==> src/include/csss_pkg.sv <==
// Constants, source codes and shared types of the control signal source selector
//
// Overview of operation
// - Code 6 gives a constant high level, code 7 a constant low level.
// - Code 13 gives technology controller start, valid only in its configurations.
// - Code 70 is drive release: both torque-off enables high together.
// - Codes 71 to 75 follow terminal inputs 2 to 6, or remote values.
// - Code 76 follows multifunction input in digital mode 3 without remote enable, else remote value.
// - Code 157 is high when any mask-enabled warning is critical.
// - Codes 158 and 159 carry the first and second timer outputs.
// - Code 160 is high once the drive is initialized and ready.
// - Code 161 needs both enables, a start command and output frequency.
// - Code 162 is high whenever monitoring reports an operational fault.
// - Reference frequency reached is high when actual meets reference frequency.
// - Code 164 is high while stator frequency exceeds setting frequency.
// - Code 165 is high when monitoring reports current-time overload.
// - Heat sink warning when temperature reaches 80 degrees minus margin.
// - Code 167 when inside temperature reaches 65 degrees minus margin.
// - Code 168 per motor temperature mode when thermistor reports maximum.
// - Code 169 is high when the general warning status shows a critical warning.
// - Code 170 is the OR of heat sink and inside temperature warnings.
// - Codes 171 and 173 follow the first and second comparator outputs.
// - Codes 172 and 174 are the inverted comparator outputs.
// - Codes 175 to 177 reproduce the digital output one, three and multifunction signals.
// - Code 178 is high when actual percentage reaches reference percentage.
// - Codes 270 to 276 are inverted versions of codes 70 to 76.
package csss_pkg;

    // Function inputs served
    localparam int FUNC_COUNT   = 8;
    localparam int FUNC_INDEX_W = 3;

    // Source code field
    localparam int CODE_W = 9;
    localparam logic [CODE_W-1:0] CODE_ON             = 9'h006;
    localparam logic [CODE_W-1:0] CODE_OFF            = 9'h007;
    localparam logic [CODE_W-1:0] CODE_TECH_START     = 9'h00D;
    localparam logic [CODE_W-1:0] CODE_DRIVE_RELEASE  = 9'h046;
    localparam logic [CODE_W-1:0] CODE_MULTIFUNCTION  = 9'h04C;
    localparam logic [CODE_W-1:0] CODE_WARNING_MASK   = 9'h09D;
    localparam logic [CODE_W-1:0] CODE_TIMER_1        = 9'h09E;
    localparam logic [CODE_W-1:0] CODE_TIMER_2        = 9'h09F;
    localparam logic [CODE_W-1:0] CODE_READY          = 9'h0A0;
    localparam logic [CODE_W-1:0] CODE_RUN            = 9'h0A1;
    localparam logic [CODE_W-1:0] CODE_ERROR          = 9'h0A2;
    localparam logic [CODE_W-1:0] CODE_FREQ_REACHED   = 9'h0A3;
    localparam logic [CODE_W-1:0] CODE_SETTING_FREQ   = 9'h0A4;
    localparam logic [CODE_W-1:0] CODE_OVERLOAD       = 9'h0A5;
    localparam logic [CODE_W-1:0] CODE_HEAT_SINK      = 9'h0A6;
    localparam logic [CODE_W-1:0] CODE_INSIDE_TEMP    = 9'h0A7;
    localparam logic [CODE_W-1:0] CODE_MOTOR_TEMP     = 9'h0A8;
    localparam logic [CODE_W-1:0] CODE_GENERAL_WARN   = 9'h0A9;
    localparam logic [CODE_W-1:0] CODE_OVER_TEMP      = 9'h0AA;
    localparam logic [CODE_W-1:0] CODE_COMP_1         = 9'h0AB;
    localparam logic [CODE_W-1:0] CODE_COMP_1_N       = 9'h0AC;
    localparam logic [CODE_W-1:0] CODE_COMP_2         = 9'h0AD;
    localparam logic [CODE_W-1:0] CODE_COMP_2_N       = 9'h0AE;
    localparam logic [CODE_W-1:0] CODE_DIGITAL_1      = 9'h0AF;
    localparam logic [CODE_W-1:0] CODE_DIGITAL_2      = 9'h0B0;
    localparam logic [CODE_W-1:0] CODE_DIGITAL_3      = 9'h0B1;
    localparam logic [CODE_W-1:0] CODE_PERCENT_REACH  = 9'h0B2;
    localparam logic [CODE_W-1:0] CODE_INV_FIRST      = 9'h10E;
    localparam logic [CODE_W-1:0] CODE_INV_LAST       = 9'h114;
    localparam logic [CODE_W-1:0] CODE_RESET          = CODE_OFF;

    // Input group 70 to 76
    localparam int INPUT_GROUP_W = 7;
    localparam int INPUT_IDX_W   = 3;

    // Device configurations with a technology controller
    localparam int CONFIG_W = 9;
    localparam logic [CONFIG_W-1:0] CONFIG_TECH_A = 9'h06F;
    localparam logic [CONFIG_W-1:0] CONFIG_TECH_B = 9'h0D3;
    localparam logic [CONFIG_W-1:0] CONFIG_TECH_C = 9'h19B;

    // Multifunction input mode for digital operation
    localparam int MF_MODE_W = 4;
    localparam logic [MF_MODE_W-1:0] MF_MODE_DIGITAL = 4'h3;

    // Motor temperature mode that disables the warning
    localparam int MOTOR_MODE_W = 4;
    localparam logic [MOTOR_MODE_W-1:0] MOTOR_MODE_OFF = 4'h0;

    // Temperatures in whole degrees C
    localparam int TEMP_W = 8;
    localparam logic [TEMP_W-1:0] HEAT_SINK_MAX_C = 8'h50;
    localparam logic [TEMP_W-1:0] INSIDE_MAX_C    = 8'h41;

    // Measurement widths
    localparam int FREQ_W    = 16;
    localparam int PERCENT_W = 16;
    localparam int WARN_W    = 16;

    // Remote inputs: terminals 2 to 6 then multifunction
    localparam int TERMINAL_COUNT = 5;
    localparam int REMOTE_W       = 6;
    localparam int REMOTE_MF_BIT  = 5;

    // Pins passing the synchronizer
    localparam int PIN_W            = 8;
    localparam int PIN_ENABLE_A     = 0;
    localparam int PIN_ENABLE_B     = 1;
    localparam int PIN_TERMINAL_LSB = 2;
    localparam int PIN_MULTIFUNC    = 7;

    // Selectable internal sources
    typedef struct packed {
        logic                      tech_start;
        logic [INPUT_GROUP_W-1:0]  input_group;
        logic                      warning_mask;
        logic                      timer_1;
        logic                      timer_2;
        logic                      ready;
        logic                      run;
        logic                      error;
        logic                      freq_reached;
        logic                      setting_freq;
        logic                      overload;
        logic                      heat_sink;
        logic                      inside_temp;
        logic                      motor_temp;
        logic                      general_warn;
        logic                      over_temp;
        logic                      comp_1;
        logic                      comp_2;
        logic                      digital_1;
        logic                      digital_2;
        logic                      digital_3;
        logic                      percent_reach;
    } csss_sources_type;

endpackage

==> src/include/csss_src_if.sv <==
// Source flag carrier between the top and the selectors
`timescale 1ns/1ns
interface csss_src_if;
    csss_pkg::csss_sources_type src;
    modport drive (output src);
    modport take  (input  src);
endinterface

==> src/csss_selector.sv <==
// One function input: stored source code and registered level
`timescale 1ns/1ns
module csss_selector (
    // Clock and reset
    input  wire logic                          clk,
    input  wire logic                          rst_n,
    // Code load
    input  wire logic                          load,
    input  wire logic [csss_pkg::CODE_W-1:0]   load_code,
    // Sources
    csss_src_if.take                           srcs,
    // Level
    output      logic                          level
);

    logic [csss_pkg::CODE_W-1:0] code;
    logic [csss_pkg::CODE_W-1:0] offs;
    logic                        next_level;

    // Stored code
    always_ff @(posedge clk or negedge rst_n) begin
        if (!rst_n) begin
            code <= csss_pkg::CODE_RESET;
        end else if (load) begin
            code <= load_code;
        end
    end

    // Source decode
    always_comb begin
        offs       = '0;
        next_level = 1'b0;
        if (code >= csss_pkg::CODE_DRIVE_RELEASE && code <= csss_pkg::CODE_MULTIFUNCTION) begin
            offs       = code - csss_pkg::CODE_DRIVE_RELEASE;
            next_level = srcs.src.input_group[offs[csss_pkg::INPUT_IDX_W-1:0]];
        end else if (code >= csss_pkg::CODE_INV_FIRST && code <= csss_pkg::CODE_INV_LAST) begin
            offs       = code - csss_pkg::CODE_INV_FIRST;
            next_level = ~srcs.src.input_group[offs[csss_pkg::INPUT_IDX_W-1:0]];
        end else begin
            case (code)
                csss_pkg::CODE_ON:            next_level = 1'b1;
                csss_pkg::CODE_OFF:           next_level = 1'b0;
                csss_pkg::CODE_TECH_START:    next_level = srcs.src.tech_start;
                csss_pkg::CODE_WARNING_MASK:  next_level = srcs.src.warning_mask;
                csss_pkg::CODE_TIMER_1:       next_level = srcs.src.timer_1;
                csss_pkg::CODE_TIMER_2:       next_level = srcs.src.timer_2;
                csss_pkg::CODE_READY:         next_level = srcs.src.ready;
                csss_pkg::CODE_RUN:           next_level = srcs.src.run;
                csss_pkg::CODE_ERROR:         next_level = srcs.src.error;
                csss_pkg::CODE_FREQ_REACHED:  next_level = srcs.src.freq_reached;
                csss_pkg::CODE_SETTING_FREQ:  next_level = srcs.src.setting_freq;
                csss_pkg::CODE_OVERLOAD:      next_level = srcs.src.overload;
                csss_pkg::CODE_HEAT_SINK:     next_level = srcs.src.heat_sink;
                csss_pkg::CODE_INSIDE_TEMP:   next_level = srcs.src.inside_temp;
                csss_pkg::CODE_MOTOR_TEMP:    next_level = srcs.src.motor_temp;
                csss_pkg::CODE_GENERAL_WARN:  next_level = srcs.src.general_warn;
                csss_pkg::CODE_OVER_TEMP:     next_level = srcs.src.over_temp;
                csss_pkg::CODE_COMP_1:        next_level = srcs.src.comp_1;
                csss_pkg::CODE_COMP_1_N:      next_level = ~srcs.src.comp_1;
                csss_pkg::CODE_COMP_2:        next_level = srcs.src.comp_2;
                csss_pkg::CODE_COMP_2_N:      next_level = ~srcs.src.comp_2;
                csss_pkg::CODE_DIGITAL_1:     next_level = srcs.src.digital_1;
                csss_pkg::CODE_DIGITAL_2:     next_level = srcs.src.digital_2;
                csss_pkg::CODE_DIGITAL_3:     next_level = srcs.src.digital_3;
                csss_pkg::CODE_PERCENT_REACH: next_level = srcs.src.percent_reach;
                default:                      next_level = 1'b0;
            endcase
        end
    end

    // Registered level
    always_ff @(posedge clk or negedge rst_n) begin
        if (!rst_n) begin
            level <= 1'b0;
        end else begin
            level <= next_level;
        end
    end

endmodule

==> src/csss_top.sv <==
// Control signal source selector top: pin sync, source flags, function inputs
`timescale 1ns/1ns
module csss_top (
    // Clock and reset
    input  wire logic                                  clk,
    input  wire logic                                  rst_n,

    // Function input code programming
    input  wire logic                                  cfg_write,
    input  wire logic [csss_pkg::FUNC_INDEX_W-1:0]     cfg_index,
    input  wire logic [csss_pkg::CODE_W-1:0]           cfg_code,

    // Terminal pins
    input  wire logic                                  torque_off_enable_a,
    input  wire logic                                  torque_off_enable_b,
    input  wire logic                                  terminal_input_2,
    input  wire logic                                  terminal_input_3,
    input  wire logic                                  terminal_input_4,
    input  wire logic                                  terminal_input_5,
    input  wire logic                                  terminal_input_6,
    input  wire logic                                  multifunction_input,

    // Remote operation over the communication interface
    input  wire logic [csss_pkg::REMOTE_W-1:0]         remote_enable,
    input  wire logic [csss_pkg::REMOTE_W-1:0]         remote_value,
    input  wire logic [csss_pkg::MF_MODE_W-1:0]        multifunction_mode,

    // Configuration
    input  wire logic [csss_pkg::CONFIG_W-1:0]         device_config,
    input  wire logic [csss_pkg::MOTOR_MODE_W-1:0]     motor_temp_mode,
    input  wire logic [csss_pkg::WARN_W-1:0]           warning_mask,
    input  wire logic [csss_pkg::TEMP_W-1:0]           heat_sink_margin,
    input  wire logic [csss_pkg::TEMP_W-1:0]           inside_margin,
    input  wire logic [csss_pkg::FREQ_W-1:0]           setting_freq,

    // Drive status
    input  wire logic                                  tech_start_cmd,
    input  wire logic                                  timer_1_out,
    input  wire logic                                  timer_2_out,
    input  wire logic                                  init_done,
    input  wire logic                                  start_cmd,
    input  wire logic                                  freq_output_active,
    input  wire logic                                  fault_reported,
    input  wire logic                                  overload_reported,
    input  wire logic                                  thermistor_max,
    input  wire logic                                  comp_1_out,
    input  wire logic                                  comp_2_out,
    input  wire logic                                  digital_signal_1,
    input  wire logic                                  digital_signal_2,
    input  wire logic                                  digital_signal_3,

    // Warnings
    input  wire logic [csss_pkg::WARN_W-1:0]           warning_active,
    input  wire logic [csss_pkg::WARN_W-1:0]           warning_critical,

    // Measurements
    input  wire logic [csss_pkg::FREQ_W-1:0]           actual_freq,
    input  wire logic [csss_pkg::FREQ_W-1:0]           reference_freq,
    input  wire logic [csss_pkg::FREQ_W-1:0]           stator_freq,
    input  wire logic [csss_pkg::PERCENT_W-1:0]        actual_percent,
    input  wire logic [csss_pkg::PERCENT_W-1:0]        reference_percent,
    input  wire logic [csss_pkg::TEMP_W-1:0]           heat_sink_temp,
    input  wire logic [csss_pkg::TEMP_W-1:0]           inside_temp,

    // Function input levels
    output      logic [csss_pkg::FUNC_COUNT-1:0]       func_level,

    // Synchronized pin levels
    output      logic [csss_pkg::PIN_W-1:0]            pin_level
);

    // Reset release chain
    logic                              rst_meta_n;
    logic                              sys_rst_n;

    // Pin synchronizer
    logic [csss_pkg::PIN_W-1:0]        pin_raw;
    logic [csss_pkg::PIN_W-1:0]        pin_meta;
    logic [csss_pkg::PIN_W-1:0]        pin_sync;

    // Derived terms
    logic [csss_pkg::TERMINAL_COUNT-1:0] terminal_sync;
    logic [csss_pkg::TERMINAL_COUNT-1:0] terminal_src;
    logic                              multifunction_src;
    logic                              both_enables;
    logic                              tech_config;
    logic [csss_pkg::TEMP_W:0]         heat_sink_sum;
    logic [csss_pkg::TEMP_W:0]         inside_sum;
    logic                              heat_sink_hit;
    logic                              inside_hit;
    logic [csss_pkg::FUNC_COUNT-1:0]   level;

    // Source carrier
    csss_src_if srcs ();

    // Reset release
    always_ff @(posedge clk or negedge rst_n) begin
        if (!rst_n) begin
            rst_meta_n <= 1'b0;
            sys_rst_n  <= 1'b0;
        end else begin
            rst_meta_n <= 1'b1;
            sys_rst_n  <= rst_meta_n;
        end
    end

    // Pin gathering
    assign pin_raw[csss_pkg::PIN_ENABLE_A]  = torque_off_enable_a;
    assign pin_raw[csss_pkg::PIN_ENABLE_B]  = torque_off_enable_b;
    assign pin_raw[csss_pkg::PIN_TERMINAL_LSB +: csss_pkg::TERMINAL_COUNT] = {
        terminal_input_6,
        terminal_input_5,
        terminal_input_4,
        terminal_input_3,
        terminal_input_2
    };
    assign pin_raw[csss_pkg::PIN_MULTIFUNC] = multifunction_input;

    // Two-stage pin synchronizer
    always_ff @(posedge clk or negedge sys_rst_n) begin
        if (!sys_rst_n) begin
            pin_meta <= '0;
            pin_sync <= '0;
        end else begin
            pin_meta <= pin_raw;
            pin_sync <= pin_meta;
        end
    end

    // Synchronized level readback
    always_ff @(posedge clk or negedge sys_rst_n) begin
        if (!sys_rst_n) begin
            pin_level <= '0;
        end else begin
            pin_level <= pin_sync;
        end
    end

    // Terminal or remote value
    assign terminal_sync = pin_sync[csss_pkg::PIN_TERMINAL_LSB +: csss_pkg::TERMINAL_COUNT];

    always_comb begin
        for (int i = 0; i < csss_pkg::TERMINAL_COUNT; i++) begin
            terminal_src[i] = remote_enable[i] ? remote_value[i] : terminal_sync[i];
        end
    end

    // Multifunction input only in digital mode
    always_comb begin
        if (multifunction_mode == csss_pkg::MF_MODE_DIGITAL
                && !remote_enable[csss_pkg::REMOTE_MF_BIT]) begin
            multifunction_src = pin_sync[csss_pkg::PIN_MULTIFUNC];
        end else begin
            multifunction_src = remote_value[csss_pkg::REMOTE_MF_BIT];
        end
    end

    // Both torque-off paths enabled
    assign both_enables = pin_sync[csss_pkg::PIN_ENABLE_A] & pin_sync[csss_pkg::PIN_ENABLE_B];

    // Technology controller configurations
    assign tech_config = (device_config == csss_pkg::CONFIG_TECH_A)
                       || (device_config == csss_pkg::CONFIG_TECH_B)
                       || (device_config == csss_pkg::CONFIG_TECH_C);

    // Temperature limits as temp plus margin against maximum
    assign heat_sink_sum = {1'b0, heat_sink_temp} + {1'b0, heat_sink_margin};
    assign inside_sum    = {1'b0, inside_temp} + {1'b0, inside_margin};
    assign heat_sink_hit = heat_sink_sum >= {1'b0, csss_pkg::HEAT_SINK_MAX_C};
    assign inside_hit    = inside_sum >= {1'b0, csss_pkg::INSIDE_MAX_C};

    // Source flags
    always_comb begin
        srcs.src               = '0;
        srcs.src.tech_start    = tech_start_cmd & tech_config;
        srcs.src.input_group   = {multifunction_src, terminal_src, both_enables};
        srcs.src.warning_mask  = |(warning_active & warning_critical & warning_mask);
        srcs.src.timer_1       = timer_1_out;
        srcs.src.timer_2       = timer_2_out;
        srcs.src.ready         = init_done;
        srcs.src.run           = both_enables & start_cmd & freq_output_active;
        srcs.src.error         = fault_reported;
        srcs.src.freq_reached  = actual_freq >= reference_freq;
        srcs.src.setting_freq  = stator_freq > setting_freq;
        srcs.src.overload      = overload_reported;
        srcs.src.heat_sink     = heat_sink_hit;
        srcs.src.inside_temp   = inside_hit;
        srcs.src.motor_temp    = thermistor_max
                               && (motor_temp_mode != csss_pkg::MOTOR_MODE_OFF);
        srcs.src.general_warn  = |(warning_active & warning_critical);
        srcs.src.over_temp     = heat_sink_hit | inside_hit;
        srcs.src.comp_1        = comp_1_out;
        srcs.src.comp_2        = comp_2_out;
        srcs.src.digital_1     = digital_signal_1;
        srcs.src.digital_2     = digital_signal_2;
        srcs.src.digital_3     = digital_signal_3;
        srcs.src.percent_reach = actual_percent >= reference_percent;
    end

    // Function input selectors
    genvar g;
    generate
        for (g = 0; g < csss_pkg::FUNC_COUNT; g++) begin : gen_func
            localparam logic [csss_pkg::FUNC_INDEX_W-1:0] SLOT = csss_pkg::FUNC_INDEX_W'(g);
            csss_selector u_sel (
                .clk       (clk),
                .rst_n     (sys_rst_n),
                .load      (cfg_write && (cfg_index == SLOT)),
                .load_code (cfg_code),
                .srcs      (srcs.take),
                .level     (level[g])
            );
        end
    endgenerate

    assign func_level = level;

endmodule

==> config.mk <==
export PLATFORM = sky130hd
export DESIGN_NAME = csss_top
export DESIGN_NICKNAME = d
export VERILOG_FILES = /design/src/include/csss_pkg.sv /design/src/include/csss_src_if.sv /design/src/csss_selector.sv /design/src/csss_top.sv
export SDC_FILE = /design/constraint.sdc
export NUM_CORES = 1
export LEC_CHECK = 0
export BUFFER_PORTS_ARGS = -buffer_cell sky130_fd_sc_hd__buf_2
export CORE_MARGIN = 2
export CORE_UTILIZATION = 50
export DETAILED_ROUTE_END_ITERATION = 12
export GPL_TIMING_DRIVEN = 0
export PLACE_DENSITY = 0.76
export SYNTH_ARGS = -nofsm -noshare
export SYNTH_HDL_FRONTEND = slang
export SYNTH_SLANG_ARGS = --single-unit
==> constraint.sdc <==
create_clock -name clk -period 5.68 [get_ports clk]
set_clock_uncertainty 0.2 [all_clocks]
set_input_delay 0 -clock clk [delete_from_list [all_inputs] [get_ports clk]]
set_output_delay 0 -clock clk [all_outputs]
set_load 0.005 [all_outputs]
==> results of run 1 <==
-- power by group through the flow --
stage / Sequential [uW] / Clock [uW] / Combinational (uW)
floorplan: 1040 / 0 / 922
global placement: 1070 / 0 / 1270
detailed placement: 1070 / 0 / 1300
CTS: 1060 / 644 / 1320
global route: 1090 / 672 / 1480
finish: 1060 / 631 / 1350
-- metrics by stage --
step                      instance area [sq um]  worst slack [ns]  hold WS, ns  instances
after floorplan                           10100              2.35       -0.496       1197
after global placement                    11700              1.08       -0.413       1711
after detailed placement                  11700              2.31       -0.413       1713
after CTS                                 12200              2.50       0.0540       1748
after global routing                      12200              2.30       0.0624       1748
final                                     12200              2.45       0.0673       1748
-- Yosys cell counts, types with 20 or more instances --
cell type	instances	share of area (%)
o21ai_0	47	2.3
a21oi_1	62	3.1
nand4_1	20	1.2
dfstp_2	24	6.3
ha_1	80	9.9
dfrtp_1	82	20
inv_1	83	3.1
clkbuf_1	54	2.0
nand3_1	53	2.6
nor3_1	47	2.3
mux2_2	72	8.0
nand2_1	94	3.5
mux2i_1	27	2.7
nand2b_1	31	1.9
nor2_1	82	3.1
nor4_1	28	1.7
-- worst max-delay path: stages (launching register included) --
cell	delay [ns]
dfstp_2	0.53
clkbuf_1	0.32
inv_1	0.16
ha_1	0.39
nor3_1	0.07
a311o_1	0.32
a31o_1	0.23
and3_1	0.15
a221o_1	0.27
a2111oi_2	0.29
a32oi_1	0.16
-- cell families (layout without fill, tap and decap cells) --
kind of cell / count (synthesis) / in the layout
DFF: 106 / 106
AOI/OAI and AO/OA: 282 / 282
buffers and inverters: 155 / 441
muxes: 105 / 105
adders and majority gates: 82 / 82
other: 1 / 1
xor gates and xnor gates: 1 / 1
and+or+nand+nor: 465 / 465
-- per-layer routing --
| metal | vias up | routed length [um] | GRT usage [%] |
|---|---|---|---|
| li1 | 5079 | - | - |
| met1 | 5029 | 14000 | 41.1 |
| met2 | 529 | 15400 | 49.6 |
| met3 | 102 | 3040 | 6.65 |
| met4 | 2 | 1410 | 13.3 |
| met5 | - | 13 | 0 |
-- final timing paths --
path,from,end,cells past startpoint
max in group asynchronous,sys_rst_n,gen_func[5].u_sel.code[0],1
setup reg to reg,gen_func[3].u_sel.code[1],gen_func[3].u_sel.level,10
min in group asynchronous,sys_rst_n,gen_func[7].u_sel.code[3],0
hold / removal,torque_off_enable_b,pin_meta[1],2
hold reg to reg,sys_rst_n,gen_func[7].u_sel.code[3],0
setup / recovery,gen_func[3].u_sel.code[1],gen_func[3].u_sel.level,10
-- timing repair --
item                       in CTS  in global routing
hold buffers                   19                  0
setup buffers                   0                  0
setup endpoints to repair       0                  0
hold endpoints to repair       72                  0
-- cell type report --
cell class	count	area, sq um	share of cell area [%]
Multi-Input combinational cell	936	6780	55.6
Clock inverter	6	58.8	0.483
Inverter	85	319	2.62
Timing Repair Buffer	270	1480	12.1
Sequential cell	106	2690	22.1
Clock buffer	10	229	1.88
Buffer	70	304	2.50
Tap cell	265	332	2.72
-- flip-flops by register name, summed over array words and instances (netlist names) --
signal and cells:
gen_func.u_sel.code 72, gen_func.u_sel.level 8, pin_level 8, pin_meta 8
pin_sync 8, rst_meta_n 1, sys_rst_n 1
==> results_dict.tcl, run 1 <==
set metrics [dict create \
    routed_via_density 6.14 \
    critPathRequiredTime_ns 5.71 \
    layout_commonest_cell "buf_2" \
    start_util_pct 51.4 \
    place_hpwl_um 24800 \
    peakVddDrop_uv 174 \
    syn_inst 1197 \
    maxCapViolations 0 \
    rows 51 \
    first_pass_iters 6 \
    post_drt_wl_per_cell_um 19.4 \
    critPathArrivalTime_ns 3.26 \
    worst_pin_slew_ns 1.35 \
    swShare_pct 40.9 \
    numCtsBuffers 9 \
    powerDensity_nw_per_um2 250 \
    drive_gt1_share_pct 27.3 \
    die_h_um 146 \
    synth_xor_area_share_pct 0.0869 \
    vias 10700 \
    cts_tree "done" \
    grt_overflow 0 \
    fin_crit_ns 3.23 \
    synthSimpleGateAreaFrac_pct 25.2 \
    grt_max_degree 58 \
    final_cell_mix "buf_2, nand2_1, inv_1" \
    period_share_pct 56.8 \
    synth-edff-count 0 \
    setup_viol 0 \
    core_area_sq_um 19600 \
    synth.area.mux_share_pct 12.1 \
    synth_compound_area_share_pct 19.5 \
    synth-adder-area-share_pct 10.3 \
    syn_nets 1521 \
    path_max_fanout 9 \
    fin_tns_setup_ns 0 \
    clockBufferDepth 2 \
    clk_pin_slew_worst_paths_ns 0.08 \
    grt_setup_unrepaired "false" \
    syn_area_per_cell_sq_um 8.42 \
    slew-limit-headroom_pct 10.1 \
    cts_resized 0 \
    place_congestion 0.993 \
    antenna_cells 0 \
    seqPwrFrac_pct 35.0 \
    first_global_vias 10200 \
    startpoint_type "register" \
    synth_seq_cells 106 \
    ys_seq_area_share_pct 26.6 \
    htree_num_levels 3 \
    synth_top_family_by_area "simple AND/OR/NAND/NOR gates" \
    fin_total_pwr_uw 3040 \
    wirelength_um 33800 \
    ioPinCount 258 \
    status "finished, final reports clean" \
    post-route-util_pct 62.2 \
    synthArstFlopShare_pct 100 \
    path_class "reg2reg" \
    fin_nets 1802 \
    combPwrFrac_pct 44.3 \
    grt_usage_pct 31.2 \
    drcViolationCount 0 \
    first_iter_violations 1045 \
    slew_violations 0 \
    dieWidth_um 146 \
    synth_ff_type "dfrtp_1" \
    drtAntennaViolNets 0 \
    pwr-share-clk_pct 20.8 \
    hold_viol 0 \
    power.switching_uw 1240 \
    regToRegSetupSlack_ns 2.45 \
    yosys_warnings 0 \
    cts.sinks 106 \
    antenna_found_initial 2 \
    p_int_uw 1800 \
    leakage_uw 0.00540 \
    design.die.area_sq_um 21300 \
    synth.distinct_cells 87 \
    synth.cell_area_sq_um 10100 \
    max_freq_mhz 310 \
    io_buffers 249 \
    endpoint_kind "register" \
    nFillCells 1778 \
    clk_latency_ns 0.37 \
    hold_path_class "in2reg" \
    grt_pass1_wl_um 53100 \
    syn2layout_area_growth_pct 20.9 \
    clockRootBuffer "clkbuf_16" \
]
No activity file was read; power rests on OpenSTA's default activity.
==> run 2: changes to the inputs <==
Settings changed: PLACE_DENSITY 0.76 to 0.79.
Clock period 5.68 ns to 2.8 ns, I/O delays scaled along.
==> results_dict.tcl, run 2 (synthesized netlist as in run 1, its figures left out) <==
set metrics [dict create \
    status "finished, final reports clean" \
    swShare_pct 40.6 \
    numCtsBuffers 9 \
    ioPinCount 258 \
    post-route-util_pct 62.9 \
    slew_violations 0 \
    cp_slowest_cell "mux2i_1" \
    combPwrFrac_pct 43.2 \
    first_global_vias 10300 \
    clockBufferDepth 2 \
    layout_commonest_cell "buf_2" \
    drive_gt1_share_pct 29.3 \
    critPathArrivalTime_ns 2.88 \
    power.switching_uw 2580 \
    grt_pass1_wl_um 54000 \
    path_max_fanout 6 \
    top_register "gen_func.u_sel.code" \
    grt_overflow 0 \
    htree_num_levels 3 \
    first_iter_violations 1102 \
    dieWidth_um 146 \
    clk_pin_slew_worst_paths_ns 0.09 \
    grt_usage_pct 31.7 \
    final_cell_mix "buf_2, nand2_1, inv_1, nor2_1, dfrtp_1" \
    maxCapViolations 0 \
    path_class "reg2reg" \
    rows 51 \
    hold_path_class "in2reg" \
    start_util_pct 51.4 \
    largest_reg_flops 72 \
    cp-startpoint "pin_sync[6]" \
    crit_end "gen_func[4].u_sel.level" \
    endpoint_kind "register" \
    worstRegToRegCells 7 \
    instances_no_fill 1747 \
    max_freq_mhz 359 \
    design.die.area_sq_um 21300 \
    post_drt_wl_per_cell_um 19.9 \
    pre_cts_ws_ns -0.586 \
    p_int_uw 3780 \
    r2r-start "pin_sync[6]" \
    fin_crit_ns 2.79 \
    clk_latency_ns 0.38 \
    powerDensity_nw_per_um2 516 \
    place_congestion 1.00 \
    cpPeakStageDelay_ns 0.80 \
    drtAntennaViolNets 0 \
    clockRootBuffer "clkbuf_16" \
    io_buffers 249 \
    regToRegSetupSlack_ns 0.01 \
    slew-limit-headroom_pct 2.25 \
    cts.sinks 106 \
    grt_setup_unrepaired "false" \
    place_hpwl_um 25300 \
    vias 10800 \
    setup_viol 0 \
    wirelength_um 34700 \
    antenna_cells 0 \
    cts_tree "done" \
    fin_ws_ns 0.0139 \
    peakVddDrop_uv 357 \
    first_pass_iters 6 \
    startpoint_type "register" \
    leakage_uw 0.00548 \
    period_share_pct 99.5 \
    antenna_found_initial 0 \
    rr_endpoint "gen_func[4].u_sel.level" \
    seqPwrFrac_pct 34.5 \
    worst_pin_slew_ns 1.45 \
    hold_viol 0 \
    crit_path_cell_trace "mux2i_1, a21oi_1, mux4_2, nor3_1, a41o_1, nor4b_1, o211ai_1" \
    core_area_sq_um 19600 \
    pwr-share-clk_pct 22.3 \
    grt_max_degree 63 \
    syn2layout_area_growth_pct 22.3 \
    critPathRequiredTime_ns 2.90 \
    routed_via_density 6.21 \
    fin_nets 1801 \
    die_h_um 146 \
    drcViolationCount 0 \
    dpl.cell_count 1713 \
]
[run 2: routing by layer]
metal	global-route usage (%)	vias to the layer above	wire length, um
met4	13.1	0	1340
li1	-	5067	-
met3	5.24	101	2970
met1	41.8	5095	14000
met2	51.8	583	16300
met5	0	-	0
[run 2: critical path: cells and delay by family, from the launching register on]
family          cells  cell delay [ns]
flops               1             0.40
compound gates      3             0.47
simple gates        2             0.35
mux                 2             1.31
[run 2: through the flow]
step / TNS (ns) / area [sq um] / power (uW) / hold slack (ns)
after CTS: -0.0222 / 12200 / 6280 / 0.00641
final: 0 / 12300 / 6360 / 0.0214
after detailed placement: -2.72 / 11700 / 4820 / -0.411
after global placement: -3.14 / 11700 / 4770 / -0.413
after floorplan: 0 / 10100 / 3970 / -0.496
after global routing: 0 / 12300 / 6750 / 0.0516
[run 2: worst min-delay path by stage]
stage / cells after the start / endpoint / from / slack (ns)
after CTS: 4 / gen_func[1].u_sel.code[8] / cfg_index[0] / 0.006
after global placement: 1 / rst_meta_n / rst_n / -0.41
after detailed placement: 1 / rst_meta_n / rst_n / -0.41
after global routing: 3 / gen_func[4].u_sel.code[0] / cfg_index[2] / 0.05
after floorplan: 0 / rst_meta_n / rst_n / -0.50
final: 3 / gen_func[0].u_sel.code[0] / cfg_index[2] / 0.02
[run 2: power by group through the flow]
stage	Combinational, uW	Clock [uW]	Sequential, uW
floorplan	1870	0	2100
global placement	2580	0	2180
finish	2750	1420	2200
global route	3010	1500	2240
detailed placement	2640	0	2180
CTS	2670	1440	2170
[run 2: layout make-up]
cell class                      count  area (sq um)
Fill cell                        1719          7260
Tap cell                          265           332
Multi-Input combinational cell    936          6850
Buffer                             66           314
Sequential cell                   106          2690
Timing Repair Buffer              273          1500
Inverter                           85           322
Clock buffer                        9           225
Clock inverter                      7           103
[run 2: repair_timing]
item | in CTS | in global routing
gates resized for setup | 8 | 35
hold buffers | 19 | 0
setup buffers | 0 | 3
endpoints found under the setup margin | 5 | 7
cloned | 0 | 0
hold endpoints to repair | 69 | 0
pin swaps | 1 | 5
==> run 3: changes to the inputs <==
Settings changed: ABC_AREA from default to 1, CAP_MARGIN from default to 30.
==> results_dict.tcl, run 3 <==
set metrics [dict create \
    status "finished, final reports clean" \
    hold_depth 5 \
    yosys_warnings 0 \
    period_share_pct 81.5 \
    synthArstFlopShare_pct 100 \
    top_register "gen_func.u_sel.code" \
    grt_pass1_wl_um 57600 \
    critPathArrivalTime_ns 2.33 \
    critPathRequiredTime_ns 2.84 \
    design.die.area_sq_um 22000 \
    largest_reg_flops 72 \
    path_depth 14 \
    syn2layout_area_growth_pct 21.4 \
    antenna_found_initial 1 \
    clockRootBuffer "clkbuf_16" \
    ys_seq_area_share_pct 25.7 \
    syn_area_per_cell_sq_um 6.14 \
    setup_viol 0 \
    synth-edff-count 0 \
    maxCapViolations 0 \
    cp_top_family "simple AND/OR/NAND/NOR gates" \
    worst_pin_slew_ns 1.08 \
    layout_commonest_cell "nand2_1" \
    clockBufferDepth 2 \
    powerDensity_nw_per_um2 451 \
    slew_violations 0 \
    fin_crit_ns 2.28 \
    multi_input_area_sq_um 6690 \
    drtAntennaViolNets 0 \
    grt_setup_unrepaired "false" \
    fin_tns_setup_ns 0 \
    path_buf_inv 2 \
    first_global_vias 11700 \
    dpl.cell_count 2225 \
    first_iter_violations 1126 \
    max_freq_mhz 438 \
    rows 52 \
    startpoint_type "register" \
    grt_overflow 0 \
    dieWidth_um 148 \
    crit_path_frequent_cell "nor2_1" \
    pre_cts_ws_ns 0.368 \
    place_hpwl_um 27600 \
    cp_slowest_cell "dfstp_2" \
    hold_path_end "gen_func[6].u_sel.code[6]" \
    synth_seq_cells 106 \
    crit_path_cell_trace "buf_4, inv_1, nand2_1, nor2_1, nand4_1, nand2_1, nor2_1, nand2_1, nor2_1, nand2_1, nor2_1, nand3_1, nor2_1, nand3_1" \
    rr_endpoint "gen_func[1].u_sel.level" \
    cts.sinks 106 \
    peakVddDrop_uv 333 \
    syn_nets 2024 \
    synth_top_area_share_pct 19.7 \
    synth_area_leaders "dfrtp_1, nand2_1, nand3_1" \
    hp-start "cfg_index[0]" \
    ioPinCount 258 \
    place_congestion 0.992 \
    cts_tree "done" \
    first_pass_iters 8 \
    core_area_sq_um 20400 \
    fin_ws_ns 0.517 \
    die_h_um 148 \
    routed_via_density 5.52 \
    path_class "reg2reg" \
    worstRegToRegCells 14 \
    io_buffers 251 \
    synth.distinct_cells 49 \
    htree_num_levels 3 \
    regToRegSetupSlack_ns 0.52 \
    final_cell_mix "nand2_1, buf_2, nor2_1" \
    hold_viol 0 \
    leakage_uw 0.00675 \
    synth.cell_area_sq_um 10400 \
    clk_latency_ns 0.36 \
    grt_usage_pct 33.3 \
    fin_nets 2318 \
    yosysMostFrequentCell "nand2_1" \
    syn_inst 1700 \
    hold_path_class "in2reg" \
    cpPeakStageDelay_ns 0.54 \
    drcViolationCount 0 \
    vias 12500 \
    r2r-start "gen_func[1].u_sel.code[1]" \
    numCtsBuffers 9 \
    post_drt_wl_per_cell_um 16.2 \
    cts_resized 0 \
    endpoint_kind "register" \
    nFillCells 1944 \
    clk_pin_slew_worst_paths_ns 0.08 \
    post-route-util_pct 62.2 \
    drive_gt1_share_pct 17.5 \
    grt_max_degree 62 \
    wirelength_um 36700 \
    path_max_fanout 8 \
    yosysTopAreaCell "dfrtp_1" \
    synth_common_cells "nand2_1, nor2_1, inv_1" \
    regArea_sq_um 2690 \
    fin_total_pwr_uw 5710 \
    instances_no_fill 2270 \
    synth_ff_type "dfrtp_1" \
    slew-limit-headroom_pct 28.0 \
    start_util_pct 51.2 \
]
## run 3: cell types whose count changed after synthesis, sizes merged, moves of 25 or more
cell,change
clkbuf,-43
inv,+152
mux2,-70
mux2i,-27
nand2,+358
nand2b,-30
nand3,+157
nand4,+25
nor2,+183
o21ai,+52
## run 3: worst register-to-register path, stage by stage, from the launching register on
cell and delay, ns:
dfstp_2 0.54, buf_4 0.14, inv_1 0.08, nand2_1 0.13, nor2_1 0.08, nand4_1 0.10, nand2_1 0.06, nor2_1 0.13
nand2_1 0.06, nor2_1 0.11, nand2_1 0.06, nor2_1 0.11, nand3_1 0.09, nor2_1 0.19, nand3_1 0.10
## run 3: power by group
part	internal [uW]	leakage, uW	switching, uW
clock	648	0.000143	642
combinational	802	0.00534	1510
sequential	1820	0.00126	290
## run 3: kinds of logic after synthesis
| family | Yosys count | synth area share (%) |
|---|---|---|
| buffers and inverters | 268 | 10.2 |
| AO/OA/AOI/OAI | 192 | 10.2 |
| adder cells (fa/ha/maj) | 82 | 9.98 |
| other | 1 | 0.0359 |
| multiplexers | 2 | 0.216 |
| flip-flops | 106 | 25.7 |
| AND/OR/NAND/NOR | 1049 | 43.6 |
## run 3: per-stage QoR
step	hold slack, ns	cell area, sq um
floorplan	-0.496	10400
global placement	-0.414	12000
detailed placement	-0.411	12100
CTS	0.0120	12700
global route	0.0702	12700
finish	0.0192	12700
## run 3: layer usage
layer / up-vias / global-route usage, % / wire, um
met3: 148 / 5.55 / 4060
met1: 5542 / 41.6 / 14100
li1: 6154 / - / -
met2: 692 / 56.2 / 16900
met5: - / 0 / 0
met4: 0 / 15.4 / 1750
## run 3: repair_timing
item	4_1_cts	5_1_grt
buffers inserted	0	0
hold endpoints to repair	34	0
hold buffers	28	0
## run 3: cell type report
cell class	instances	share of cell area, %
clock buffer	10	1.89
buffer	28	1.28
antenna	1	0.0198
multi-input combinational	1326	52.8
timing repair buffer	283	12.6
inverter	240	7.11
clock inverter	6	0.444
sequential	106	21.2
tap	270	2.67
## run 3: worst max path at each step
stage / from / to / slack, ns
CTS: pin_sync[0] / gen_func[2].u_sel.level / 0.58
global route: gen_func[3].u_sel.code[1] / gen_func[3].u_sel.level / 0.31
detailed placement: heat_sink_margin[0] / gen_func[1].u_sel.level / 0.37
finish: gen_func[1].u_sel.code[1] / gen_func[1].u_sel.level / 0.52
floorplan: sys_rst_n / gen_func[0].u_sel.code[3] / 0.85
global placement: sys_rst_n / gen_func[7].u_sel.level / 0.22
